`src/ovr_defs.svh`:
```
// Constants for the overrange detector: widths, hold lengths, sample codes.
// Assumes inclusion by bare name from the package and modules.
`ifndef OVR_DEFS_SVH
`define OVR_DEFS_SVH
// ----------------------------------------
// Widths
// ----------------------------------------
`define OVR_SAMPLE_W 8
`define OVR_SEL_W 3
`define OVR_CNT_W 11
// ----------------------------------------
// Hold lengths
// ----------------------------------------
`define OVR_HOLD_BASE 11'h008
`define OVR_CNT_ZERO 11'h000
`define OVR_CNT_ONE 11'h001
`define OVR_FLAGS 4
`define OVR_HOLD_LEN0 11'h008
`define OVR_HOLD_LEN1 11'h010
`define OVR_HOLD_LEN2 11'h020
`define OVR_HOLD_LEN3 11'h040
`define OVR_HOLD_LEN4 11'h080
`define OVR_HOLD_LEN5 11'h100
`define OVR_HOLD_LEN6 11'h200
`define OVR_HOLD_LEN7 11'h400
// ----------------------------------------
// Sample codes
// ----------------------------------------
`define OVR_CODE_MIN 8'h80
`define OVR_CODE_ZERO 8'h00
`define OVR_MAG_FULL 8'hff
`endif

```
`src/ovr_pkg.sv`:
```
// Types shared by the overrange detector modules.
// Assumes ovr_defs.svh is on the include path.
`include "ovr_defs.svh"
package ovr_pkg;
  typedef logic [`OVR_SAMPLE_W-1:0] sample_t;
  typedef logic [`OVR_CNT_W-1:0] count_t;
  typedef struct packed {
    sample_t high_threshold;
    sample_t low_threshold;
    logic [`OVR_SEL_W-1:0] flag_hold_select;
  } ovr_cfg_s;
  typedef struct packed {
    logic chan_a_high_flag;
    logic chan_a_low_flag;
    logic chan_b_high_flag;
    logic chan_b_low_flag;
  } ovr_flags_s;
  typedef struct packed {
    count_t [`OVR_FLAGS-1:0] cnt;
    logic [`OVR_FLAGS-1:0] flag;
  } ovr_state_s;
endpackage

```
`src/adc_overrange_detector.sv`:
```
// Overrange detector: magnitude compare against two thresholds, hold-stretched flags.
// Assumes samples arrive one per channel per sys_clk_i cycle with a valid strobe.
//
// How it works
// - Magnitude of each sample compared to two thresholds.
// - Both channels share the same threshold pair.
// - Magnitude folds signed code per the table.
// - Flag set when magnitude reaches threshold.
// - Separate high and low flags per channel.
// - Flag holds 8 to 1024 cycles after event.
`timescale 1ns/1ps
`include "ovr_defs.svh"
module adc_overrange_detector (
  input wire logic sys_clk_i,
  input wire logic sys_rst_i,
  input wire logic sample_valid_i,
  input wire logic [`OVR_SAMPLE_W-1:0] chan_a_sample_i,
  input wire logic [`OVR_SAMPLE_W-1:0] chan_b_sample_i,
  input wire ovr_pkg::ovr_cfg_s cfg_i,
  output ovr_pkg::ovr_flags_s flags_o
);
  // ----------------------------------------
  // Configuration fields
  // ----------------------------------------
  logic [`OVR_SAMPLE_W-1:0] high_thr;
  logic [`OVR_SAMPLE_W-1:0] low_thr;
  logic [`OVR_SEL_W-1:0] hold_sel;

  // Used live: a new setting applies from the next sample on
  assign high_thr = cfg_i.high_threshold;

  assign low_thr = cfg_i.low_threshold;

  assign hold_sel = cfg_i.flag_hold_select;

  // ----------------------------------------
  // Magnitude folding
  // ----------------------------------------
  logic [`OVR_SAMPLE_W-1:0] mag_a;
  logic [`OVR_SAMPLE_W-1:0] mag_b;

  ovr_magnitude u_mag_a (
    .sample_i(chan_a_sample_i),
    .mag_o(mag_a)
  );

  ovr_magnitude u_mag_b (
    .sample_i(chan_b_sample_i),
    .mag_o(mag_b)
  );

  // ----------------------------------------
  // Threshold compare
  // ----------------------------------------
  logic [`OVR_SAMPLE_W-1:0] flag_mag [`OVR_FLAGS];
  logic [`OVR_SAMPLE_W-1:0] flag_thr [`OVR_FLAGS];
  logic [`OVR_FLAGS-1:0] hit;

  // Bit order: 3 a-high, 2 a-low, 1 b-high, 0 b-low
  generate
    for (genvar k = 0; k < `OVR_FLAGS; k++) begin : g_flag
      if (k >= 2) begin : g_chan_a
        assign flag_mag[k] = mag_a;
      end else begin : g_chan_b
        assign flag_mag[k] = mag_b;
      end

      if (k % 2 == 1) begin : g_high
        assign flag_thr[k] = high_thr;
      end else begin : g_low
        assign flag_thr[k] = low_thr;
      end

      // Equal counts as reaching the threshold
      assign hit[k] = sample_valid_i
                      && (flag_mag[k] >= flag_thr[k]);
    end
  endgenerate

  // ----------------------------------------
  // Hold length
  // ----------------------------------------
  ovr_pkg::count_t hold_len;
  ovr_pkg::count_t reload;

  always_comb begin
    case (hold_sel)
      3'h0: begin
        hold_len = `OVR_HOLD_LEN0;
      end

      3'h1: begin
        hold_len = `OVR_HOLD_LEN1;
      end

      3'h2: begin
        hold_len = `OVR_HOLD_LEN2;
      end

      3'h3: begin
        hold_len = `OVR_HOLD_LEN3;
      end

      3'h4: begin
        hold_len = `OVR_HOLD_LEN4;
      end

      3'h5: begin
        hold_len = `OVR_HOLD_LEN5;
      end

      3'h6: begin
        hold_len = `OVR_HOLD_LEN6;
      end

      3'h7: begin
        hold_len = `OVR_HOLD_LEN7;
      end

      default: begin
        hold_len = `OVR_HOLD_LEN0;
      end
    endcase
  end

  // The cycle with the count at zero is the last cycle of the pulse
  assign reload = hold_len - `OVR_CNT_ONE;

  // ----------------------------------------
  // State
  // ----------------------------------------
  ovr_pkg::ovr_state_s state;
  ovr_pkg::ovr_state_s next_state;
  logic [`OVR_FLAGS-1:0] live;

  always_comb begin
    next_state = state;

    for (int i = 0; i < `OVR_FLAGS; i++) begin
      live[i] = (state.cnt[i] != `OVR_CNT_ZERO);
    end

    for (int i = 0; i < `OVR_FLAGS; i++) begin
      if (hit[i]) begin
        // Reload on each event so the hold counts from the latest one
        next_state.cnt[i] = reload;
        next_state.flag[i] = 1'b1;
      end else if (live[i]) begin
        next_state.cnt[i] = state.cnt[i] - `OVR_CNT_ONE;
        next_state.flag[i] = 1'b1;
      end else begin
        next_state.cnt[i] = `OVR_CNT_ZERO;
        next_state.flag[i] = 1'b0;
      end
    end
  end

  always_ff @(posedge sys_clk_i) begin
    if (sys_rst_i) begin
      state <= '0;
    end else begin
      state <= next_state;
    end
  end

  // ----------------------------------------
  // Flag outputs
  // ----------------------------------------
  // Single-channel use leaves the OR of a/b flags to the downstream logic
  assign flags_o.chan_a_high_flag = state.flag[3];

  assign flags_o.chan_a_low_flag = state.flag[2];

  assign flags_o.chan_b_high_flag = state.flag[1];

  assign flags_o.chan_b_low_flag = state.flag[0];

endmodule

```
`src/ovr_magnitude.sv`:
```
// Folds a signed 8-bit sample into its 8-bit comparison magnitude.
// Assumes two's complement input; purely combinational.
`timescale 1ns/1ps
`include "ovr_defs.svh"
module ovr_magnitude (
  input wire logic [`OVR_SAMPLE_W-1:0] sample_i,
  output logic [`OVR_SAMPLE_W-1:0] mag_o
);
  logic [`OVR_SAMPLE_W-1:0] negated;

  // Negative codes fold to twice their size, so -127 -> 254; -128 has no positive twin
  always_comb begin
    negated = `OVR_CODE_ZERO - sample_i;
    if (sample_i == `OVR_CODE_MIN) begin
      mag_o = `OVR_MAG_FULL;
    end else if (sample_i[`OVR_SAMPLE_W-1]) begin
      mag_o = {negated[`OVR_SAMPLE_W-2:0], 1'b0};
    end else if (sample_i == `OVR_CODE_ZERO) begin
      mag_o = 8'h00;
    end else begin
      mag_o = {sample_i[`OVR_SAMPLE_W-2:0], 1'b1};
    end
  end
endmodule

```
`config.mk`:
```
export PLATFORM = sky130hd
export DESIGN_NAME = adc_overrange_detector
export DESIGN_NICKNAME = d
export VERILOG_FILES = /design/src/ovr_pkg.sv /design/src/adc_overrange_detector.sv /design/src/ovr_magnitude.sv
export VERILOG_INCLUDE_DIRS = /design/src
export SDC_FILE = /design/constraint.sdc
export NUM_CORES = 1
export LEC_CHECK = 0
export BUFFER_PORTS_ARGS = -buffer_cell sky130_fd_sc_hd__buf_2
export CAP_MARGIN = 20
export CELL_PAD_IN_SITES_DETAIL_PLACEMENT = 2
export CELL_PAD_IN_SITES_GLOBAL_PLACEMENT = 2
export CORE_MARGIN = 2
export CORE_UTILIZATION = 38
export DETAILED_ROUTE_END_ITERATION = 8
export GPL_TIMING_DRIVEN = 0
export PLACE_DENSITY = 0.92
export SYNTH_ARGS = -nofsm -noshare
export SYNTH_HDL_FRONTEND = slang
export SYNTH_SLANG_ARGS = --single-unit
```
`constraint.sdc`:
```
create_clock -name sys_clk_i -period 5.65 [get_ports sys_clk_i]
set_clock_uncertainty 0.05 [all_clocks]
set_input_delay 0.2825 -clock sys_clk_i [delete_from_list [all_inputs] [get_ports sys_clk_i]]
set_output_delay 0.2825 -clock sys_clk_i [all_outputs]
set_load 0.05 [all_outputs]
```
==> flow_metrics.env <==
export IMPL_cts_made_buffers=5
export IMPL_drv_cap=0
export IMPL_yosys_warnings=0
export IMPL_drc=0
export IMPL_start_util=0.387
export IMPL_fin_setup_tns_ns=0
export IMPL_min_period_ns=3.44
export IMPL_worst_setup_path_type="in -> reg"
export IMPL_critPathTopFamily="simple AND/OR/NAND/NOR gates"
export IMPL_crit_buf_inv=2
export IMPL_clkTransAtPathRegs_ns=0.10
export IMPL_wirelength_microns=13500
export IMPL_dpl_hpwl_microns=10700
export IMPL_rsz0062_at_grt="no"
export IMPL_ys_seq_area_frac=0.256
export IMPL_synth_nets=533
export IMPL_synthArstFlopShare=0
export IMPL_cp_cell_sequence="buf_2 > nor3_1 > nand3b_1 > nor2_1 > xor2_1 > ha_1 > nand2b_1 > a21o_1 > a211oi_1 > a2bb2oi_1 > buf_4 > mux2_2"
export IMPL_grt_ovfl_total=0
export IMPL_cts_sinks=48
export IMPL_slowest_stage="a2bb2oi_1"
export IMPL_p_switching_w=0.000766
export IMPL_via_per_inst=5.74
export IMPL_worst_slew_pin_slew_ns=0.759
export IMPL_cts_hold_repair_buffers=0
export IMPL_postRouteAntennaNets=0
export IMPL_setup_violations=0
export IMPL_grt_pass1_vias=4095
export IMPL_cp_arrival_ns=3.60
export IMPL_route_vias_total=3651
export IMPL_netlist_area_sq_mm=0.00375
export IMPL_io_pins=42
export IMPL_clk_latency_ns=0.31
export IMPL_first_iter_violations=93
export IMPL_gp_congestion=0.837
export IMPL_num_rows=36
export IMPL_ctsResizeCount=0
export IMPL_cts_path_max_buffers=2
export IMPL_avgSynthCellArea_sq_um=8.23
export IMPL_syn_to_final_growth_pct=12.2
export IMPL_power_density_mw_per_mm2=399
export IMPL_cp_data_required_time_ns=5.81
export IMPL_cp_depth=12
export IMPL_period_share=0.608
export IMPL_power_w=0.00168
export IMPL_seq_area_sq_um=961
export IMPL_cts_setup_buffers=0
export IMPL_grt_max_degree=16
export IMPL_fmax_mhz=291
export IMPL_nFillCells=1129
export IMPL_drt_wirelength_per_cell_microns=21.2
export IMPL_synth_flop_cell="dfxtp_1"
export IMPL_reg2reg_depth=6
export IMPL_core_sq_mm=0.00968
export IMPL_hold_violations=0
export IMPL_synth_cell_types=64
export IMPL_synth_edf_count=0
export IMPL_grt_pass1_wl_microns=21600
export IMPL_die_x_microns=103
export IMPL_multi_input_area_sq_mm=0.00256
export IMPL_cp_start_kind="input port"
export IMPL_status="complete, no violations"
export IMPL_ir_drop_mv=0.165
export IMPL_hold_depth=3
export IMPL_crit_fanout=10
export IMPL_nets=579
export IMPL_pwr_share_comb=0.523
export IMPL_h_tree_depth=2
export IMPL_p_sw_frac=0.456
export IMPL_synth_seq_cells=48
export IMPL_first_pass_iters=4
export IMPL_cts_tree="built"
export IMPL_syn_instance_count=456
export IMPL_fp_dieArea_sq_mm=0.0107
export IMPL_p_leak_nw=1.85
export IMPL_io_buffers=39
export IMPL_clkPwrFrac=0.137
export IMPL_drive_gt1_frac=0.161
export IMPL_cpPeakStageDelay_ns=0.44
export IMPL_diodes=0
export IMPL_hold_class="in -> reg"
export IMPL_drv_slew=0
export IMPL_track_usage=0.265
export IMPL_antenna_found_initial=0
export IMPL_intPower_w=0.000915
export IMPL_die_height_microns=103
export IMPL_relSlewSlack=0.494
export IMPL_cts_root_buf="clkbuf_8"
export IMPL_pwr_share_seq=0.341
export IMPL_end_kind="flop"
-- worst paths after layout --
| check | to | slack [ns] | start |
|---|---|---|---|
| worst min-delay path | state[23] | 0.32 | cfg_i[1] |
| worst max register to register | state[24] | 3.36 | state[15] |
| worst min register to register | state[47] | 0.45 | state[47] |
| worst max-delay path | state[35] | 2.21 | chan_a_sample_i[2] |
-- Yosys cell counts (4+ instances only) --
library cell / count / area [sq um]
dfxtp_1: 48 / 961
nor2_1: 45 / 169
ha_1: 39 / 488
inv_1: 35 / 131
nand2_1: 29 / 109
a21oi_1: 25 / 125
o21ai_0: 25 / 125
mux2i_1: 16 / 160
nor3_1: 16 / 80.1
nand2b_1: 13 / 81.3
nand3_1: 11 / 55.1
clkbuf_1: 10 / 37.5
xnor2_1: 10 / 87.6
or3_1: 9 / 56.3
xor2_1: 8 / 70.1
a211oi_1: 7 / 52.6
mux2_2: 7 / 78.8
or2_2: 6 / 37.5
a21o_1: 5 / 37.5
buf_4: 5 / 37.5
o21a_1: 5 / 37.5
nor2b_1: 4 / 25.0
o22a_1: 4 / 35.0
or4_1: 4 / 30.0
-- cell families (layout without fill, tap and decap cells) --
kind of cell / count (synthesis) / count (layout) / synth area share
simple gates: 162 / 162 / 0.241
compound gates: 110 / 110 / 0.199
buf+inv: 54 / 101 / 0.0620
flops: 48 / 48 / 0.256
fa+ha+maj: 39 / 39 / 0.130
mux: 25 / 25 / 0.0697
xor+xnor: 18 / 18 / 0.0420
-- state kept, by name (all words and copies together), names as in the netlist --
register and cells:
flags_o 4, state 44
-- placed cells by master (no fill, tap or decap), types with 8 or more instances in the layout --
master,n
or3_1,9
dfxtp_1,48
xnor2_1,10
o21ai_0,25
ha_1,39
inv_1,35
buf_2,42
nor2_1,45
mux2i_1,16
nand2_1,29
xor2_1,8
nor3_1,16
a21oi_1,25
nand3_1,11
clkbuf_1,10
nand2b_1,13
-- metrics by stage --
stage                     worst slack [ns]  instances  utilization  area (sq um)  hold WS (ns)
after floorplan                       2.66        456            -          3750         0.393
after global placement                1.98        628        0.425          4110         0.403
after detailed placement              1.88        628        0.425          4110         0.426
after CTS                             2.20        636        0.435          4210         0.307
after global routing                  1.87        636        0.435          4210         0.360
final                                 2.21        636        0.435          4210         0.319
-- routing by layer --
layer	part of all wire	track usage	wire length [microns]
met5	0	0	0
met2	0.53	0.496	7190
met4	0.032	0.0941	433
met3	0.023	0.0437	307
met1	0.41	0.300	5560
-- tightest hold or removal path, delay by kind of cell --
family	cells	cell delay (ns)
buffers and inverters	1	0.15
AO/OA/AOI/OAI	2	0.20
-- final cells by class --
type,count,share of cell area
buffer,19,0.0241
clock inverter,2,0.00327
timing repair buffer,39,0.0464
sequential,48,0.228
tap,133,0.0395
inverter,35,0.0312
multi-input combinational,354,0.608
clock buffer,6,0.0196
-- power groups by stage --
stage / registers, W / clock network [W] / logic, W
after floorplan: 0.000540 / 0 / 0.000641
after global placement: 0.000559 / 0 / 0.000768
after detailed placement: 0.000577 / 0 / 0.000860
after CTS: 0.000570 / 0.000237 / 0.000877
after global routing: 0.000587 / 0.000249 / 0.000974
final: 0.000573 / 0.000230 / 0.000879
(Power assumes the default switching activity.)
